[src/design/vwi_pkg.sv]
// Behaviour
// - 24-bit address, 32-bit data, three strobes
// - three exclusive areas, two configured independently, io fixed at 32 bits
// - control register changes apply without reset
// - width pin high: two halves, low: one word
// - assemble two program halves into one word
// - strobe set active only inside its range
// - physical width field: 8, 16 or 32
// - data width field independent of physical width
// - two lane enables plus two dual-purpose pins
// - 8-bit: both address pins, lane0 selects
// - 16-bit: addr1 pin, lanes 0 and 1
// - 32-bit: all four pins are lane enables
// - 32-bit words on 16-bit memory: two accesses
// - no program fetch from 8-bit memory
// - io strobe: single pin, 32-bit only
// - io strobe uses slower access timing
package vwi_pkg;
  // ----------------------------------------------------------
  // widths
  // ----------------------------------------------------------
  localparam int ADDR_W = 24;
  localparam int DATA_W = 32;
  // width encodings shared by both width fields
  localparam logic [1:0] W8 = 2'h0;
  localparam logic [1:0] W16 = 2'h1;
  localparam logic [1:0] W32 = 2'h2;
  // ----------------------------------------------------------
  // register map (byte offsets)
  // ----------------------------------------------------------
  localparam logic [7:0] REG_CTRL0 = 8'h00;
  localparam logic [7:0] REG_CTRL1 = 8'h04;
  localparam logic [7:0] REG_STATUS = 8'h08;
  // control fields: physical width [1:0], data width [3:2]
  localparam int PHYS_LSB = 0;
  localparam int DATA_LSB = 2;
  localparam int CTRL_W = 4;
  localparam logic [3:0] CTRL_RST = 4'ha;
  // status bits
  localparam int STAT_BUSY = 0;
  localparam int STAT_PROGRAM_WIDTH_SELECT = 1;
  // ----------------------------------------------------------
  // address ranges
  // ----------------------------------------------------------
  localparam logic [7:0] IO_PAGE = 8'h81;
  localparam int SET1_BIT = 23;
  // targets
  localparam logic [1:0] T_SET0 = 2'h0;
  localparam logic [1:0] T_SET1 = 2'h1;
  localparam logic [1:0] T_IO = 2'h2;
  // ----------------------------------------------------------
  // timing
  // ----------------------------------------------------------
  localparam int CLK_NS = 10;
  localparam int MEM_STROBE_NS = 50;
  localparam int IO_STROBE_NS = 100;
  localparam int MEM_STROBE_CYC = (MEM_STROBE_NS + CLK_NS - 1) / CLK_NS;
  localparam int IO_STROBE_CYC = (IO_STROBE_NS + CLK_NS - 1) / CLK_NS;
  // ----------------------------------------------------------
  // types and helpers
  // ----------------------------------------------------------
  typedef enum logic [2:0] {
    S_IDLE, S_SETUP, S_STROBE, S_HOLD, S_DONE
  } vwi_state_type;
  // bytes per width code; reserved code treated as 32 bits
  function automatic logic [2:0] vwi_bytes(input logic [1:0] enc);
    vwi_bytes = (enc == W8) ? 3'h1 : (enc == W16) ? 3'h2 : 3'h4;
  endfunction : vwi_bytes
  // clamp reserved width code to 32 bits
  function automatic logic [1:0] vwi_norm(input logic [1:0] enc);
    vwi_norm = (enc > W32) ? W32 : enc;
  endfunction : vwi_norm
endpackage : vwi_pkg

[src/design/vwi_sync3.sv]
`timescale 1ns/1ps
`default_nettype none
// ------------------------------------------------------------
// three-stage pin synchroniser; output moves once stages agree
// ------------------------------------------------------------
module vwi_sync3 #(
  parameter int W = 1
) (
  input wire logic ref_clk,
  input wire logic rst_n,
  input wire logic [W-1:0] pin,
  output logic [W-1:0] q
);
  logic [W-1:0] s1; // metastable stage, read only by s2
  logic [W-1:0] s2;
  logic [W-1:0] s3;
  // shift chain and agreement filter
  always_ff @(posedge ref_clk or negedge rst_n)
  begin
    if (!rst_n)
    begin
      s1 <= '0;
      s2 <= '0;
      s3 <= '0;
      q <= '0;
    end
    else
    begin
      s1 <= pin;
      s2 <= s1;
      s3 <= s2;
      // a glitch lasting one cycle never reaches q
      if (s2 == s3)
      begin
        q <= s3;
      end
    end
  end
endmodule : vwi_sync3
`default_nettype wire

[src/design/vwi_lane_map.sv]
`timescale 1ns/1ps
`default_nettype none
// ------------------------------------------------------------
// maps physical width, beat size and low address onto the
// four pins of a strobe set (pin [2]=lane2/addr2, [3]=lane3/addr1)
// ------------------------------------------------------------
module vwi_lane_map (
  input wire logic [1:0] phys_enc,
  input wire logic [1:0] beat_enc,
  input wire logic [1:0] low,
  output logic [3:0] pins,
  output logic [1:0] lane_off
);
  logic [2:0] pbytes; // bytes of physical width
  logic [2:0] bbytes; // bytes moved this beat
  logic [3:0] en_n; // active-low enable per byte lane
  assign pbytes = vwi_pkg::vwi_bytes(phys_enc);
  assign bbytes = vwi_pkg::vwi_bytes(beat_enc);
  // lane offset inside the physical word
  assign lane_off = (phys_enc == vwi_pkg::W8) ? 2'h0 :
                    (phys_enc == vwi_pkg::W16) ? {1'b0, low[0]} : low;
  // enable only lanes covered by the addressed bytes
  genvar i;
  generate
    for (i = 0; i < 4; i++)
    begin : g_lane
      assign en_n[i] = !((3'(i) >= {1'b0, lane_off}) &&
                         (3'(i) < ({1'b0, lane_off} + bbytes)) &&
                         (3'(i) < pbytes));
    end
  endgenerate
  // pin function follows physical width
  assign pins = (phys_enc == vwi_pkg::W8) ?
                  {low[1], low[0], 1'b1, en_n[0]} :
                (phys_enc == vwi_pkg::W16) ?
                  {low[1], 1'b1, en_n[1], en_n[0]} :
                  en_n;
endmodule : vwi_lane_map
`default_nettype wire

[src/design/vwi_ext_mem_if.sv]
`timescale 1ns/1ps
`default_nettype none
// ------------------------------------------------------------
// variable-width external memory interface
// ------------------------------------------------------------
module vwi_ext_mem_if #(
  parameter int MEM_CYC = vwi_pkg::MEM_STROBE_CYC,
  parameter int IO_CYC = vwi_pkg::IO_STROBE_CYC
) (
  input wire logic ref_clk,
  input wire logic rst_n,
  // wishbone register slave
  input wire logic wb_cyc,
  input wire logic wb_stb,
  input wire logic wb_we,
  input wire logic [7:0] wb_adr,
  input wire logic [3:0] wb_sel,
  input wire logic [31:0] wb_dat_w,
  output logic [31:0] wb_dat_r,
  output logic wb_ack,
  // cpu / dma request port
  input wire logic req_valid,
  output logic req_ready,
  input wire logic req_write,
  input wire logic req_prog,
  input wire logic [23:0] req_addr,
  input wire logic [31:0] req_wdata,
  output logic resp_valid,
  output logic [31:0] resp_rdata,
  // external pins
  input wire logic program_width_select,
  output logic [23:0] ext_addr,
  output logic [31:0] ext_data_o,
  input wire logic [31:0] ext_data_i,
  output logic ext_data_oe,
  output logic ext_write_n,
  output logic s0_lane0_enable_n,
  output logic s0_lane1_enable_n,
  output logic s0_lane2_enable_or_addr2,
  output logic s0_lane3_enable_or_addr1,
  output logic s1_lane0_enable_n,
  output logic s1_lane1_enable_n,
  output logic s1_lane2_enable_or_addr2,
  output logic s1_lane3_enable_or_addr1,
  output logic io_strobe_n
);
  // ----------------------------------------------------------
  // state
  // ----------------------------------------------------------
  vwi_pkg::vwi_state_type state;
  logic [3:0] ctrl0; // strobe set zero widths
  logic [3:0] ctrl1; // strobe set one widths
  logic [1:0] tgt_q; // captured target
  logic wr_q; // captured direction
  logic [23:0] addr_q; // captured address
  logic [31:0] wdata_q; // captured write data
  logic [1:0] pw_q; // physical width of this access
  logic [1:0] dw_q; // data width of this access
  logic [1:0] beat_q; // beat index within the access
  logic [3:0] cnt_q; // strobe cycle counter
  logic [31:0] acc_q; // read data being assembled
  logic [3:0] s0_pins; // set zero pin flops
  logic [3:0] s1_pins; // set one pin flops
  // ----------------------------------------------------------
  // synchronised pin inputs
  // ----------------------------------------------------------
  logic program_width_select_s; // program width pin, synchronised
  logic [31:0] din_s; // data bus, synchronised
  vwi_sync3 #(.W(1)) u_program_width_select (
    .ref_clk(ref_clk),
    .rst_n(rst_n),
    .pin(program_width_select),
    .q(program_width_select_s)
  );
  vwi_sync3 #(.W(32)) u_din (
    .ref_clk(ref_clk),
    .rst_n(rst_n),
    .pin(ext_data_i),
    .q(din_s)
  );
  // ----------------------------------------------------------
  // request decode
  // ----------------------------------------------------------
  wire logic take = req_valid && req_ready;
  // io page lies inside set one's range and takes priority, so one area is chosen
  wire logic [1:0] tgt_in =
    (req_addr[23:16] == vwi_pkg::IO_PAGE) ? vwi_pkg::T_IO :
    req_addr[vwi_pkg::SET1_BIT] ? vwi_pkg::T_SET1 : vwi_pkg::T_SET0;
  wire logic [3:0] cfg_in =
    (tgt_in == vwi_pkg::T_SET1) ? ctrl1 : ctrl0;
  wire logic [1:0] cfg_pw =
    vwi_pkg::vwi_norm(cfg_in[vwi_pkg::PHYS_LSB +: 2]);
  wire logic [1:0] cfg_dw =
    vwi_pkg::vwi_norm(cfg_in[vwi_pkg::DATA_LSB +: 2]);
  // program fetch width comes from the pin, never 8 bits
  wire logic [1:0] prog_pw =
    program_width_select_s ? vwi_pkg::W16 : vwi_pkg::W32;
  // io is always a full word on a full-width device
  wire logic is_io = (tgt_in == vwi_pkg::T_IO);
  wire logic [1:0] pw_in =
    is_io ? vwi_pkg::W32 :
    req_prog ? prog_pw : cfg_pw;
  wire logic [1:0] dw_in =
    (is_io || req_prog) ? vwi_pkg::W32 : cfg_dw;
  // ----------------------------------------------------------
  // beat arithmetic
  // ----------------------------------------------------------
  // bytes per beat are the smaller of data and physical width
  wire logic [1:0] bw = (dw_q < pw_q) ? dw_q : pw_q;
  // wider data than memory splits into several beats
  wire logic [1:0] last_beat =
    2'((3'h1 << (dw_q - bw)) - 3'h1);
  // byte offset of this beat inside the data word
  wire logic [1:0] beat_off = 2'({2'h0, beat_q} << bw);
  // each data location owns its own byte address
  wire logic [25:0] base = 26'({2'h0, addr_q} << dw_q);
  wire logic [25:0] pb = base + {24'h00_0000, beat_off};
  // ----------------------------------------------------------
  // lane mapping
  // ----------------------------------------------------------
  logic [3:0] map_pins;
  logic [1:0] lane_off;
  vwi_lane_map u_map (
    .phys_enc(pw_q),
    .beat_enc(bw),
    .low(pb[1:0]),
    .pins(map_pins),
    .lane_off(lane_off)
  );
  // write data of this beat moved onto its lanes
  wire logic [31:0] wr_lanes =
    (wdata_q >> {beat_off, 3'h0}) << {lane_off, 3'h0};
  // read data of this beat pulled off its lanes
  wire logic [31:0] rd_mask =
    ~(32'hffff_ffff << {vwi_pkg::vwi_bytes(bw), 3'h0});
  wire logic [31:0] rd_chunk =
    ((din_s >> {lane_off, 3'h0}) & rd_mask) << {beat_off, 3'h0};
  // slower strobe for peripherals on the io range
  wire logic [3:0] strobe_len =
    (tgt_q == vwi_pkg::T_IO) ? 4'(IO_CYC - 1) : 4'(MEM_CYC - 1);
  // ----------------------------------------------------------
  // access sequencer
  // ----------------------------------------------------------
  // setup drives address, data and the lanes in one step, strobe closes the lanes,
  // hold drops the data drive before the next beat or the answer
  always_ff @(posedge ref_clk or negedge rst_n)
  begin
    if (!rst_n)
    begin
      state <= vwi_pkg::S_IDLE;
      req_ready <= 1'b0;
      resp_valid <= 1'b0;
      resp_rdata <= 32'h0000_0000;
      tgt_q <= vwi_pkg::T_SET0;
      wr_q <= 1'b0;
      addr_q <= 24'h00_0000;
      wdata_q <= 32'h0000_0000;
      pw_q <= vwi_pkg::W32;
      dw_q <= vwi_pkg::W32;
      beat_q <= 2'h0;
      cnt_q <= 4'h0;
      acc_q <= 32'h0000_0000;
      ext_addr <= 24'h00_0000;
      ext_data_o <= 32'h0000_0000;
      ext_data_oe <= 1'b0;
      ext_write_n <= 1'b1;
      s0_pins <= 4'hf;
      s1_pins <= 4'hf;
      io_strobe_n <= 1'b1;
    end
    else
    begin
      resp_valid <= 1'b0;
      case (state)
        vwi_pkg::S_IDLE:
        begin
          req_ready <= 1'b1;
          if (take)
          begin
            // widths latched per access, so register writes
            // take hold on the next access
            req_ready <= 1'b0;
            tgt_q <= tgt_in;
            wr_q <= req_write;
            addr_q <= req_addr;
            wdata_q <= req_wdata;
            pw_q <= pw_in;
            dw_q <= dw_in;
            beat_q <= 2'h0;
            acc_q <= 32'h0000_0000;
            state <= vwi_pkg::S_SETUP;
          end
        end
        vwi_pkg::S_SETUP:
        begin
          // full 24-bit word address, 32-bit data bus
          ext_addr <= pb[25:2];
          ext_data_o <= wr_lanes;
          ext_data_oe <= wr_q;
          ext_write_n <= !wr_q;
          cnt_q <= strobe_len;
          state <= vwi_pkg::S_STROBE;
          // only the targeted set leaves idle
          if (tgt_q == vwi_pkg::T_SET0)
          begin
            s0_pins <= map_pins;
          end
          else if (tgt_q == vwi_pkg::T_SET1)
          begin
            s1_pins <= map_pins;
          end
          else
          begin
            io_strobe_n <= 1'b0;
          end
        end
        vwi_pkg::S_STROBE:
        begin
          if (cnt_q == 4'h0)
          begin
            // halves land at their offset in the word
            acc_q <= acc_q | rd_chunk;
            s0_pins <= 4'hf;
            s1_pins <= 4'hf;
            io_strobe_n <= 1'b1;
            state <= vwi_pkg::S_HOLD;
          end
          else
          begin
            cnt_q <= cnt_q - 4'h1;
          end
        end
        vwi_pkg::S_HOLD:
        begin
          ext_data_oe <= 1'b0;
          ext_write_n <= 1'b1;
          if (beat_q == last_beat)
          begin
            state <= vwi_pkg::S_DONE;
          end
          else
          begin
            beat_q <= beat_q + 2'h1;
            state <= vwi_pkg::S_SETUP;
          end
        end
        vwi_pkg::S_DONE:
        begin
          resp_valid <= 1'b1;
          resp_rdata <= acc_q;
          req_ready <= 1'b1;
          state <= vwi_pkg::S_IDLE;
        end
        default:
        begin
          state <= vwi_pkg::S_IDLE;
        end
      endcase
    end
  end
  // ----------------------------------------------------------
  // pin outputs
  // ----------------------------------------------------------
  assign s0_lane0_enable_n = s0_pins[0];
  assign s0_lane1_enable_n = s0_pins[1];
  assign s0_lane2_enable_or_addr2 = s0_pins[2];
  assign s0_lane3_enable_or_addr1 = s0_pins[3];
  assign s1_lane0_enable_n = s1_pins[0];
  assign s1_lane1_enable_n = s1_pins[1];
  assign s1_lane2_enable_or_addr2 = s1_pins[2];
  assign s1_lane3_enable_or_addr1 = s1_pins[3];
  // ----------------------------------------------------------
  // wishbone register slave
  // ----------------------------------------------------------
  wire logic wb_go = wb_cyc && wb_stb && !wb_ack;
  wire logic hit_c0 = (wb_adr == vwi_pkg::REG_CTRL0);
  wire logic hit_c1 = (wb_adr == vwi_pkg::REG_CTRL1);
  wire logic hit_st = (wb_adr == vwi_pkg::REG_STATUS);
  // status shows live sequencer and pin state
  wire logic [31:0] status_word =
    {30'h0000_0000, program_width_select_s, state != vwi_pkg::S_IDLE};
  // unmapped offsets read zero and ignore writes
  wire logic [31:0] rd_word =
    hit_c0 ? {28'h000_0000, ctrl0} :
    hit_c1 ? {28'h000_0000, ctrl1} :
    hit_st ? status_word : 32'h0000_0000;
  // control byte lives in lane zero
  wire logic wr_c0 = wb_go && wb_we && wb_sel[0] && hit_c0;
  wire logic wr_c1 = wb_go && wb_we && wb_sel[0] && hit_c1;
  // one ack per request, dropped the cycle after
  always_ff @(posedge ref_clk or negedge rst_n)
  begin
    if (!rst_n)
    begin
      wb_ack <= 1'b0;
      wb_dat_r <= 32'h0000_0000;
      ctrl0 <= vwi_pkg::CTRL_RST;
      ctrl1 <= vwi_pkg::CTRL_RST;
    end
    else
    begin
      wb_ack <= wb_go;
      wb_dat_r <= wb_go ? rd_word : 32'h0000_0000;
      // each set configured on its own
      if (wr_c0)
      begin
        ctrl0 <= wb_dat_w[vwi_pkg::CTRL_W-1:0];
      end
      if (wr_c1)
      begin
        ctrl1 <= wb_dat_w[vwi_pkg::CTRL_W-1:0];
      end
    end
  end
endmodule : vwi_ext_mem_if
`default_nettype wire

[config.mk]
export PLATFORM = sky130hd
export DESIGN_NAME = vwi_ext_mem_if
export DESIGN_NICKNAME = d
export VERILOG_FILES = /design/src/design/vwi_pkg.sv /design/src/design/vwi_sync3.sv /design/src/design/vwi_lane_map.sv /design/src/design/vwi_ext_mem_if.sv
export SDC_FILE = /design/constraint.sdc
export NUM_CORES = 1
export LEC_CHECK = 0
export BUFFER_PORTS_ARGS = -buffer_cell sky130_fd_sc_hd__buf_4
export CORE_ASPECT_RATIO = 0.75
export CORE_MARGIN = 1
export CORE_UTILIZATION = 61
export DETAILED_ROUTE_END_ITERATION = 6
export HOLD_SLACK_MARGIN = 0.05
export PLACE_DENSITY = 0.95
export RECOVER_POWER = 25
export SLEW_MARGIN = 25
export SYNTH_ARGS = -nofsm -noshare
export SYNTH_HDL_FRONTEND = slang
export SYNTH_SLANG_ARGS = --single-unit
[constraint.sdc]
create_clock -name ref_clk -period 13.45 [get_ports ref_clk]
set_input_delay 2.69 -clock ref_clk [delete_from_list [all_inputs] [get_ports ref_clk]]
set_output_delay 2.69 -clock ref_clk [all_outputs]
set_load 0.05 [all_outputs]
; ---- Yosys cells after proc, flatten, opt, wreduce, memory -nomap -nowiden
; Index checks and enable logic that the tools add are counted.
[classes]
mux = 50
add_sub_neg = 6
shift = 8
reduce_logical = 41
magnitude_cmp = 14
n_eq_ne = 24
n_bitwise = 3
[ops]
columns = op, n
row1 = $mux 32, 2
row2 = $pmux 32 s2, 1
row3 = $shl 32x5->32, 2
row4 = $shr 32x5->32, 2
row5 = $mux 4, 12
row6 = $and 32x32->32, 1
row7 = $eq 32x32->1, 1
row8 = $not 32->32, 1
row9 = $or 32x32->32, 1
row10 = $shl 32x6->32 const A, 1
row11 = $add 26x2->26, 1
row12 = $mux 2, 13
row13 = $shl 24x2->26, 1
row14 = $pmux 4 s2, 3
row15 = $mux 3, 7
row16 = $ne 2x2->1 const B, 8
row17 = $logic_and 1x1->1, 14
row18 = $lt 1x3->1 const A, 4
row19 = $lt 2x3->1 const A, 4
row20 = $pmux 3 s4, 1
row21 = $reduce_bool 2->1, 5
row22 = $reduce_and 3->1, 3
row23 = $eq 2x1->1 const B, 4
row24 = $eq 8x3->1 const B, 1
row25 = other kinds (31), 53
[word_totals]
ff_bits = 350
out_inout_bits = 134
elab_cells = 178

; ---- Logic depth before layout (Yosys ltp)
; Gate-level depths: netlist of run 1.
[depth]
ltp_word = 16
mapped_depth = 19
depth_no_buf = 15

; ---- By module
; From an unflattened synthesis of run 1, not the netlist that was laid out.
[hier_totals]
hier_cells = 1402
hier_area_um2 = 15855.2
[modules_own_cells]
columns = module, area_each_um2, cells_each, n_inst, seq_area_each_um2
row1 = vwi_ext_mem_if, 11543.6, 1173, 1, 5475.3
row2 = vwi_sync3 at u_din, 4071.4, 206, 1, 3203.1
row3 = vwi_lane_map, 128.9, 18, 1, 0.0
row4 = vwi_sync3 at u_program_width_select, 111.4, 5, 1, 100.1

; ---- Worst setup path before layout of run 1
; OpenSTA, ideal clock, no wires.
[synth_timing]
path_kind = register -> register
from = register pw_q[1]
to = register s0_pins[1]
n_path_buf = 5
t_arrival_ns = 4.601
slack_ns = 8.742
stages_incl_launch_ff = 20
required_ns = 13.343
path_cell_list = dfstp_2 -> clkbuf_1 -> inv_1 -> ha_1 -> or3b_1 -> and3b_1 -> nor2_4 -> inv_2 -> buf_2 -> buf_2 -> fa_1 -> nand2b_1 -> clkbuf_1 -> clkbuf_1 -> xnor2_1 -> ha_1 -> a21oi_1 -> xor2_1 -> a211oi_1 -> a21oi_1
[synth_between]
elab_chain_len = 15
[synth_rtl]
columns = element, line
row1 = "start, declared", vwi_ext_mem_if.sv:57  ; logic [1:0] pw_q;
row2 = "start signal, assigned", vwi_ext_mem_if.sv:158  ; pw_q <= vwi_pkg::W32;
row3 = "start signal, assigned", vwi_ext_mem_if.sv:187  ; pw_q <= pw_in;
row4 = $lt 2x2->1, vwi_ext_mem_if.sv:109  ; wire logic [1:0] bw = (dw_q < pw_q) ? dw_q : pw_q;
row5 = $mux 2, vwi_ext_mem_if.sv:109
row6 = $shl 2x2->2, vwi_ext_mem_if.sv:114  ; wire logic [1:0] beat_off = 2'({2'h0, beat_q} << bw);
row7 = $add 26x2->26, vwi_ext_mem_if.sv:117  ; wire logic [25:0] pb = base + {24'h00_0000, beat_off};
row8 = $mux 2, vwi_lane_map.sv:21  ; (phys_enc == vwi_pkg::W16) ? {1'b0, low[0]} : low;
row9 = $mux 2, vwi_lane_map.sv:20  ; assign lane_off = (phys_enc == vwi_pkg::W8) ? 2'h0 :
row10 = $add 2x3->3, vwi_lane_map.sv:28  ; (3'(i) < ({1'b0, lane_off} + bbytes)) &&
row11 = $lt 1x3->1, vwi_lane_map.sv:28
row12 = $logic_and 1x1->1, vwi_lane_map.sv:27  ; assign en_n[i] = !((3'(i) >= {1'b0, lane_off}) &&
row13 = $logic_and 1x1->1, vwi_lane_map.sv:28
row14 = $logic_not 1->1, vwi_lane_map.sv:27
row15 = $mux 4, vwi_lane_map.sv:35  ; (phys_enc == vwi_pkg::W16) ?
row16 = $mux 4 *, vwi_lane_map.sv:33  ; assign pins = (phys_enc == vwi_pkg::W8) ?
row17 = $mux 4 *, vwi_ext_mem_if.sv:204  ; if (tgt_q == vwi_pkg::T_SET0)
row18 = $pmux 4 s2 *, vwi_ext_mem_if.sv:174  ; case (state)
row19 = "end signal, assigned", vwi_ext_mem_if.sv:206  ; s0_pins <= map_pins;
row20 = "end, declared", vwi_ext_mem_if.sv:62  ; logic [3:0] s0_pins;
; Every way passes the cells marked *; elsewhere a longest branch is shown, timed or not. The select of a mux whose other input is x is not followed.
; A chain may end at the register's enable or synchronous reset.

==> out/qor.csv, run 1 <==
metric,value,unit
layout cells sized above 1,23.9,%
clock network power share,20.0,%
Final Hold Fails,0,
"Distinct cells, synth",82,
# diodes,0,
DPL Wire Length,27800,um
type of origin of the critical path,primary input,
vias in the first global route,12200,
Switching Share,44.8,%
per-cell routed wire length,20.2,um
"commonest non-fill, non-tap cell in the layout",dfrtp_1,
P per Cell Area,247,nW/um^2
"Top FF cell, synth",dfrtp_1,
Reg power frac,33.4,%
total CTS buffers,34,
CP max-delay cell,clkbuf_1,
Final Max Tran Viols,217,
Slowest Stage Delay on Critical Path,3.70,ns
Synth area leader,dfrtp_1,
nets@finish,1827,
crit-path leading delay family,buffers and inverters,
period utilization,53.3,%
Max-Slew Margin vs Limit,-260,%
Place WS,7.28,ns
drt drc,0,
Worst Path Required,12.76,ns
initial antenna violation count,0,
Layout area overhead,17.2,%
first-pass GRT wire length,65200,um
R2R depth,12,
"Seq/Total Area, Yosys",54.6,%
outcome,"complete, but fails checks",
nature of the critical path endpoint,async pin,
Core ar.,25900,um^2
failing checks,"capacitance limit, slew limit",
Tightest Pin Transition,5.40,ns
Antenna Nets Post-Route,0,
Routed WL,41300,um
clk_lat worst skew,0.51,ns
critical path depth,1,
# rows,51,
Mean Syn Cell Area,10.8,um^2
Vias,12700,
die height,143,um
WP data arrival,6.48,ns
crit path max fanout,101,
Die ar.,27000,um^2
r2r endpoint,ext_data_o[19]$_DFFE_PN0P_,
Yosys warnings,0,
RePlAce Congestion,0.936,
Final min period,7.17,ns
Mapped Area,16100,um^2
I/O Pins,275,
Combinational Power Share,46.7,%
GRT Util Overall,30.7,%
Initial Util,62.1,%
RSZ-0062 raised after global routing,no,
setup tns final,0,ns
Fmax,0.139,GHz
Chip Width,190,um
post-CTS setup buffer count,0,
leakage power figure,8.95,nW
switching power,0.00209,W
path type of the worst setup path,in2async,
CTS max path bufs,3,
CP startpoint,rst_n,
reg2reg setup slack,7.27,ns
Post-synth ARST share,100,%
"Hold-fix buffers, CTS",0,
clk_skew,0.0173,ns
CP Buf/Inv Count,1,
Worst Setup EP,wdata_q[8]$_DFFE_PN0P_,
Pint,0.00257,W
H-tree depth,2,
clk slew on worst S/H paths,0.06,ns
largest net degree at the start of global routing,181,
Critical R2R Launch,pw_q[1]$_DFFE_PN1P_,
Resized Gates After CTS,0,
Synth area leaders,"dfrtp_1 (52%), nand2_1 (6.6%), mux2_2 (5.8%)",
CTS tree,done,
Root Buffer,clkbuf_16,
Max Cap Viol,3,
drt via density,6.22,
DR pass1 iterations,6,
DR iter-0 viols,1455,
slack of the critical path,6.28,ns
most frequent cells in the layout,"dfrtp_1 (334), nand2_1 (281), buf_4 (188)",
HP Class,reg2reg,
post-synth top area share,52.0,%
total grt overflow,0,
# clock sinks,350,
number of setup violations in the final report,0,
number of synthesized flops with an enable pin,0,
CP cell instances,clkbuf_1,
Peak supply drop,0.000180,V
Cells after Synth,1490,
#FFs+latches synth,350,
PortBufs,215,
[stage by stage]
stage	power, W	area (um^2)	instances	util (%)	hold WS, ns
final	0.00465	18900	2040	72.8	0.347
after floorplan	0.00305	16200	1517	-	0.331
after global routing	0.00488	18900	2040	72.8	0.353
after global placement	0.00357	17800	1983	68.6	0.332
after detailed placement	0.00366	17800	1983	68.7	0.335
after CTS	0.00462	18900	2040	72.8	0.349
[power by group through the flow]
stage	Clock [W]	Combinational (W)	Sequential [W]
after global routing	0.000986	0.00231	0.00158
after floorplan	0	0.00117	0.00189
after global placement	0	0.00203	0.00154
final	0.000929	0.00217	0.00155
after CTS	0.000942	0.00213	0.00154
after detailed placement	0	0.00211	0.00156
[flip-flops by register name, indices dropped and copies added, names as in the netlist, 24 cells and up]
signal,cells
u_din.s3,32
ext_addr,24
acc_q,32
ext_data_o,32
u_din.q,32
u_din.s2,32
u_din.s1,32
addr_q,24
resp_rdata,32
wdata_q,32
[layout make-up]
| type | count | area (um^2) |
|---|---|---|
| fillers | 1706 | 7050 |
| flip-flops and latches | 350 | 8780 |
| multi-input cells | 1037 | 6770 |
| clock buffers | 48 | 995 |
| clock inverters | 9 | 87.6 |
| repair buffers | 227 | 1700 |
| well taps | 344 | 430 |
| inverters | 25 | 93.8 |
[worst min path at each step]
stage                                         from                                  end  slack (ns)  cells past startpoint
6_report                    u_din.s1[19]$_DFF_PN0_               u_din.s2[19]$_DFF_PN0_        0.35                      0
5_1_grt                      u_din.s1[8]$_DFF_PN0_                u_din.s2[8]$_DFF_PN0_        0.35                      0
4_1_cts        u_program_width_select.s1$_DFF_PN0_  u_program_width_select.s2$_DFF_PN0_        0.35                      0
3_5_place_dp                u_din.s1[12]$_DFF_PN0_               u_din.s2[12]$_DFF_PN0_        0.33                      0
3_3_place_gp                 u_din.s1[0]$_DFF_PN0_                u_din.s2[0]$_DFF_PN0_        0.33                      0
2_1_floorplan                u_din.s1[0]$_DFF_PN0_                u_din.s2[0]$_DFF_PN0_        0.33                      0
[metal layers]
layer,wire [um],track usage [%],vias to the layer above
met5,0,0,-
met4,1410,11.1,0
met3,3620,5.46,152
met2,19700,49.2,716
met1,16600,42.2,6218
li1,-,-,5593
[synth_stat cells (all sizes together) (29+ instances only)]
cell type	number
xor2	38
nand2	281
buf	51
a21oi	59
dfrtp	334
nor2	66
clkbuf	53
nor3	29
mux2i	68
o21ai	88
mux2	83
[cell families (layout without fill, tap and decap cells)]
logic type	Yosys count	in the layout	synth area share [%]
flops	350	350	54.6
simple gates	478	478	13.7
buf+inv	130	309	4.21
xor+xnor	56	56	3.05
compound gates	309	309	13.0
mux	154	154	10.5
other cells	1	28	0.0233
fa+ha+maj	12	12	0.965
No activity file was read; power rests on OpenSTA's default activity.
==> run 2: changes to the inputs <==
--- a/config.mk
+++ b/config.mk
@@ -5,13 +5,14 @@
 export SDC_FILE = /design/constraint.sdc
 export NUM_CORES = 1
 export LEC_CHECK = 0
+export ABC_AREA = 1
 export BUFFER_PORTS_ARGS = -buffer_cell sky130_fd_sc_hd__buf_4
 export CORE_ASPECT_RATIO = 0.75
 export CORE_MARGIN = 1
-export CORE_UTILIZATION = 61
+export CORE_UTILIZATION = 57
 export DETAILED_ROUTE_END_ITERATION = 6
 export HOLD_SLACK_MARGIN = 0.05
-export PLACE_DENSITY = 0.95
+export PLACE_DENSITY = 0.91
 export RECOVER_POWER = 25
 export SLEW_MARGIN = 25
 export SYNTH_ARGS = -nofsm -noshare
==> constraint.sdc (replaced) <==
create_clock -name ref_clk -period 6.65 [get_ports ref_clk]
set_input_delay 1.33 -clock ref_clk [delete_from_list [all_inputs] [get_ports ref_clk]]
set_output_delay 1.33 -clock ref_clk [all_outputs]
set_load 0.05 [all_outputs]
==> run 2 against run 1 <==
The flow now finishes without violations. Critical path depth grew 17. Cell area grew 2.5%. Critical path type is now reg2reg. Critical endpoint is now acc_q[30]$_DFFE_PN0P_. Clock skew grew 0.0034 ns. Non-clock buffer count grew 4. Setup slack lost 4.4 ns. Highest routed layer unchanged.
==> out/qor.csv, run 2 <==
metric,value,unit
Post-synth ARST share,100,%
type of origin of the critical path,register,
CP Buf/Inv Count,4,
# clock sinks,350,
Switching Share,49.4,%
# rows,53,
RSZ-0062 raised after global routing,no,
slack of the critical path,1.85,ns
Routed WL,43700,um
Combinational Power Share,51.5,%
clk_lat worst skew,0.54,ns
per-cell routed wire length,16.6,um
CP cell instances,"ha_1, o21ai_2, nand2_4, nand3_4, inv_2, ha_1, inv_1, fa_1, inv_1, nand3_2, nand2_2, inv_1, nand2_1, nand3_1, nand3_1, nand2_1, o21ai_1, nand2_1",
clock network power share,18.3,%
setup tns final,0,ns
crit-path leading delay family,simple AND/OR/NAND/NOR gates,
total CTS buffers,34,
nature of the critical path endpoint,register,
clk_skew,0.0207,ns
Max Cap Viol,0,
DR pass1 iterations,6,
Chip Width,199,um
CTS max path bufs,3,
DR iter-0 viols,1953,
cell with the most instances after synthesis,nand2_1,
Reg power frac,30.2,%
post-CTS setup buffer count,0,
Core ar.,28200,um^2
Vias,14700,
Tightest Pin Transition,1.10,ns
switching power,0.00512,W
DPL Wire Length,30400,um
outcome,completed,
number of setup violations in the final report,0,
Peak supply drop,0.000382,V
Die ar.,29700,um^2
"Top FF cell, synth",dfrtp_1,
Final Hold Fails,0,
Place WS,2.03,ns
"Distinct cells, synth",51,
Cells after Synth,2037,
Antenna Nets Post-Route,0,
P per Cell Area,536,nW/um^2
total grt overflow,0,
period utilization,72.2,%
CTS tree,done,
vias in the first global route,14000,
nets@finish,2366,
"Seq/Total Area, Yosys",53.1,%
post-synth top area share,50.5,%
GRT Util Overall,29.9,%
"commonest non-fill, non-tap cell in the layout",nand2_1,
largest net degree at the start of global routing,171,
initial antenna violation count,0,
Initial Util,58.6,%
hold_ws,0.345,ns
number of synthesized flops with an enable pin,0,
Synth area leader,dfrtp_1,
Fmax,0.208,GHz
WP data arrival,5.20,ns
Synth area leaders,"dfrtp_1 (51%), nand2_1 (17%), nand3_1 (6.2%)",
RePlAce Congestion,0.914,
Layout area overhead,16.8,%
# diodes,0,
path type of the worst setup path,reg2reg,
Mapped Area,16500,um^2
most common library cells after synthesis,"nand2_1 (752), dfrtp_1 (334), nand3_1 (206), nor2_1 (130), inv_1 (117)",
Yosys warnings,0,
Final min period,4.80,ns
Filler cells,2180,
die height,150,um
Final Max Tran Viols,0,
leakage power figure,9.79,nW
H-tree depth,2,
Slowest Stage Delay on Critical Path,0.92,ns
#FFs+latches synth,350,
"Hold-fix buffers, CTS",0,
most frequent cells in the layout,"nand2_1 (751), dfrtp_1 (334), nand3_1 (206)",
CP max-delay cell,dfstp_2,
Mean Syn Cell Area,8.12,um^2
drt via density,5.60,
Resized Gates After CTS,0,
I/O Pins,275,
clk slew on worst S/H paths,0.06,ns
first-pass GRT wire length,70400,um
Root Buffer,clkbuf_16,
PortBufs,215,
layout cells sized above 1,16.0,%
Max-Slew Margin vs Limit,26.8,%
drt drc,0,
Worst Path Required,7.06,ns
Pint,0.00524,W
HP Class,reg2reg,
crit path max fanout,31,
[run 2: changes by cell type after synthesis, sizes merged, moves of 22 or more]
cell,before,now
nand4,6,52
nand3,15,209
inv,25,129
o21ai,88,112
mux2i,68,1
mux2,83,0
buf,51,73
nor2,66,148
nand2,281,760
[run 2: final timing paths]
kind	startpoint	endpoint	slack, ns	cells past startpoint
max in group asynchronous	rst_n	beat_q[0]$_DFFE_PN0P_	4.45	2
hold / removal	u_din.s1[15]$_DFF_PN0_	u_din.s2[15]$_DFF_PN0_	0.35	0
hold reg to reg	u_din.s1[15]$_DFF_PN0_	u_din.s2[15]$_DFF_PN0_	0.35	0
setup / recovery	dw_q[1]$_DFFE_PN1P_	acc_q[30]$_DFFE_PN0P_	1.85	18
setup reg to reg	dw_q[1]$_DFFE_PN1P_	acc_q[30]$_DFFE_PN0P_	1.85	18
min in group asynchronous	rst_n	resp_valid$_DFF_PN0_	0.82	1
[run 2: per-layer routing]
| layer | wire (um) | part of all wire (%) | GRT usage [%] |
|---|---|---|---|
| met2 | 19600 | 45 | 45.2 |
| met4 | 1320 | 3.0 | 10.0 |
| met5 | 0 | 0 | 0 |
| met1 | 18600 | 43 | 43.8 |
| met3 | 4170 | 9.6 | 5.27 |
[run 2: layout make-up]
| type | instances | area [um^2] | area share (%) |
|---|---|---|---|
| Inverter | 131 | 502 | 2.60 |
| Sequential cell | 350 | 8780 | 45.4 |
| Tap cell | 385 | 482 | 2.49 |
| Clock inverter | 14 | 126 | 0.654 |
| Multi-Input combinational cell | 1466 | 6710 | 34.7 |
| Timing Repair Buffer | 231 | 1750 | 9.06 |
| Clock buffer | 47 | 980 | 5.07 |
[run 2: power groups by stage]
stage | sequential (W) | clock (W) | combinational (W)
2_1_floorplan | 0.00376 | 0 | 0.00314
3_3_place_gp | 0.00312 | 0 | 0.00502
3_5_place_dp | 0.00314 | 0 | 0.00518
4_1_cts | 0.00311 | 0.00193 | 0.00523
5_1_grt | 0.00318 | 0.00201 | 0.00583
6_report | 0.00313 | 0.00189 | 0.00534
[run 2: cell families (layout without fill, tap and decap cells)]
| kind of cell | Yosys count | in the layout | synth area share (%) |
|---|---|---|---|
| flops | 350 | 350 | 53.1 |
| xor+xnor | 34 | 34 | 1.80 |
| compound gates | 195 | 195 | 6.39 |
| mux | 1 | 1 | 0.0605 |
| buf+inv | 248 | 423 | 7.03 |
| fa+ha+maj | 12 | 12 | 0.938 |
| other cells | 1 | 28 | 0.0227 |
| simple gates | 1196 | 1196 | 30.7 |
[run 2: stage by stage]
stage          power (W)  util [%]  instances  cell area [um^2]
3_3_place_gp     0.00813      64.5       2563             18200
6_report          0.0104      68.4       2624             19300
3_5_place_dp     0.00832      64.5       2563             18200
5_1_grt           0.0110      68.4       2624             19300
4_1_cts           0.0103      68.4       2624             19300
2_1_floorplan    0.00690         -       2064             16600
[run 2: worst register-to-register path, cell delays in order, from the launching register on]
cell and delay, ns:
dfstp_2 0.92, ha_1 0.38, o21ai_2 0.11, nand2_4 0.27
nand3_4 0.11, inv_2 0.31, ha_1 0.23, inv_1 0.06
fa_1 0.49, inv_1 0.13, nand3_2 0.28, nand2_2 0.28
inv_1 0.35, nand2_1 0.15, nand3_1 0.15, nand3_1 0.11
nand2_1 0.11, o21ai_1 0.15, nand2_1 0.06
==> run 3: changes to the inputs <==
--- a/config.mk
+++ b/config.mk
@@ -9,10 +9,10 @@
 export BUFFER_PORTS_ARGS = -buffer_cell sky130_fd_sc_hd__buf_4
 export CORE_ASPECT_RATIO = 0.75
 export CORE_MARGIN = 1
-export CORE_UTILIZATION = 57
+export CORE_UTILIZATION = 51
 export DETAILED_ROUTE_END_ITERATION = 6
 export HOLD_SLACK_MARGIN = 0.05
-export PLACE_DENSITY = 0.91
+export PLACE_DENSITY = 0.86
 export RECOVER_POWER = 25
 export SLEW_MARGIN = 25
 export SYNTH_ARGS = -nofsm -noshare
==> constraint.sdc (replaced) <==
create_clock -name ref_clk -period 3.89 [get_ports ref_clk]
set_input_delay 0.778 -clock ref_clk [delete_from_list [all_inputs] [get_ports ref_clk]]
set_output_delay 0.778 -clock ref_clk [all_outputs]
set_load 0.05 [all_outputs]
==> run 3 against run 2 <==
The flow now finishes with violations (capacitance limit, slew limit). Final cell count is 2.4% higher. Setup slack worse by 1.6 ns. Combinational power is 75% higher. First-iteration DRC count is 18% lower. Die area is 12% higher. Wire length is 0.78% lower. Non-clock buffer count is 13 higher. Power is 72% higher. Fmax is 33% higher. Clock-buffer cell count is 1 lower. Sequential power is 66% higher. Highest routed layer unchanged.
==> out/qor.csv, run 3 (same netlist as run 2, synthesis figures left out) <==
metric,value,unit
outcome,"complete, but fails checks",
failing checks,"capacitance limit, slew limit",
Slowest Stage Delay on Critical Path,0.59,ns
most frequent cells in the layout,"nand2_1 (751), dfrtp_1 (334), buf_4 (207)",
CP Buf/Inv Count,5,
Initial Util,52.4,%
met3 usage,5.14,%
leakage power figure,9.87,nW
crit-path leading delay family,simple AND/OR/NAND/NOR gates,
HP Class,reg2reg,
RSZ-0062 raised after global routing,no,
per-cell routed wire length,16.1,um
nets@finish,2379,
total CTS buffers,34,
drt via density,5.37,
R2R depth,19,
H-tree depth,2,
Max-Slew Margin vs Limit,-61.0,%
Final min period,3.62,ns
Tot Pwr,0.0178,W
Placed Cells,2626,
Final Hold Fails,0,
CP cell instances,"inv_2, ha_1, o21ai_2, nand2_4, nand3_4, inv_2, ha_1, inv_1, fa_1, inv_1, nand3_4, buf_4, nand2_2, o21ai_0, nor2_1, nand2_1, nand3_1, nand2_1, o21ai_0",
GR peak layer,met1,
I/O Pins,275,
clk_skew,0.0274,ns
Place WS,0.276,ns
type of origin of the critical path,register,
Fmax,0.277,GHz
CP max-delay cell,dfstp_2,
DR pass1 iterations,6,
CTS tree,done,
Layout area overhead,18.0,%
# diodes,0,
post-CTS setup buffer count,0,
PortBufs,215,
critical path depth,19,
number of setup violations in the final report,0,
Worst Path Required,4.32,ns
clk_lat worst skew,0.54,ns
setup tns final,0,ns
slack of the critical path,0.273,ns
final cell count without fillers,2686,
WP data arrival,4.04,ns
Worst Hold Depth,0,
Max Cap Viol,1,
total grt overflow,0,
P per Cell Area,913,nW/um^2
Tightest Pin Transition,2.42,ns
clk slew on worst S/H paths,0.06,ns
Vias,14400,
"commonest non-fill, non-tap cell in the layout",nand2_1,
period utilization,93.0,%
# rows,56,
CTS max path bufs,3,
Root Buffer,clkbuf_16,
Core ar.,31600,um^2
DPL Wire Length,30900,um
# clock sinks,350,
Die ar.,33200,um^2
initial antenna violation count,0,
vias in the first global route,13400,
drt drc,0,
Peak supply drop,0.000456,V
first-pass GRT wire length,69200,um
met2 GRT Util,38.4,%
crit path max fanout,12,
Chip Width,210,um
Final Max Tran Viols,89,
GRT Util Overall,26.4,%
RePlAce Congestion,0.915,
path type of the worst setup path,reg2reg,
met1 Track Usage GR,39.8,%
Antenna Nets Post-Route,0,
layout cells sized above 1,16.6,%
die height,158,um
Routed WL,43300,um
DR iter-0 viols,1594,
largest net degree at the start of global routing,92,
nature of the critical path endpoint,register,
## run 3: cell count changes in the layout (fill, tap and decap cells not counted), sizes merged
cell | before | now
clkinv | 11 | 9
clkinvlp | 2 | 3
buf | 196 | 210
bufinv | 1 | 2
clkbuf | 82 | 80
## run 3: layer usage
metal  routed length (um)  vias up
li1                     -     6904
met1                19700     6805
met2                18700      627
met3                 3900       78
met4                 1030        0
met5                    0        -
## run 3: power breakdown
| group | internal, W | switching (W) | total [W] |
|---|---|---|---|
| Combinational | 0.00261 | 0.00672 | 0.00933 |
| Clock | 0.00189 | 0.00140 | 0.00329 |
| Sequential | 0.00460 | 0.000615 | 0.00521 |
## run 3: layout make-up
| cell class | count | area, um^2 |
|---|---|---|
| flip-flops and latches | 350 | 8780 |
| fillers | 2704 | 12100 |
| multi-input cells | 1466 | 6720 |
| inverters | 131 | 502 |
| well taps | 435 | 544 |
| clock buffers | 46 | 966 |
| clock inverters | 14 | 146 |
| repair buffers | 244 | 1870 |
## run 3: timing repair
action                     CTS  global route
hold buffers                 0             0
resized for setup            0             2
setup endpoints to repair    0             8
## run 3: path summary, 6_finish.rpt
check	start	to	slack (ns)
worst max-delay path	pw_q[1]$_DFFE_PN1P_	acc_q[28]$_DFFE_PN0P_	0.27
worst min-delay path	u_din.s1[21]$_DFF_PN0_	u_din.s2[21]$_DFF_PN0_	0.35
worst max register to register	pw_q[1]$_DFFE_PN1P_	acc_q[28]$_DFFE_PN0P_	0.27
worst min register to register	u_din.s1[21]$_DFF_PN0_	u_din.s2[21]$_DFF_PN0_	0.35
max in group asynchronous	rst_n	u_din.q[13]$_DFFE_PN0N_	1.35
min in group asynchronous	rst_n	u_din.s1[14]$_DFF_PN0_	1.00
## run 3: per-stage QoR
stage          util [%]  hold slack, ns  instance area (um^2)
5_1_grt            61.8           0.341                 19500
4_1_cts            61.8           0.302                 19500
6_report           61.8           0.348                 19500
3_5_place_dp       58.3           0.335                 18400
3_3_place_gp       58.3           0.336                 18400
2_1_floorplan         -           0.331                 16600
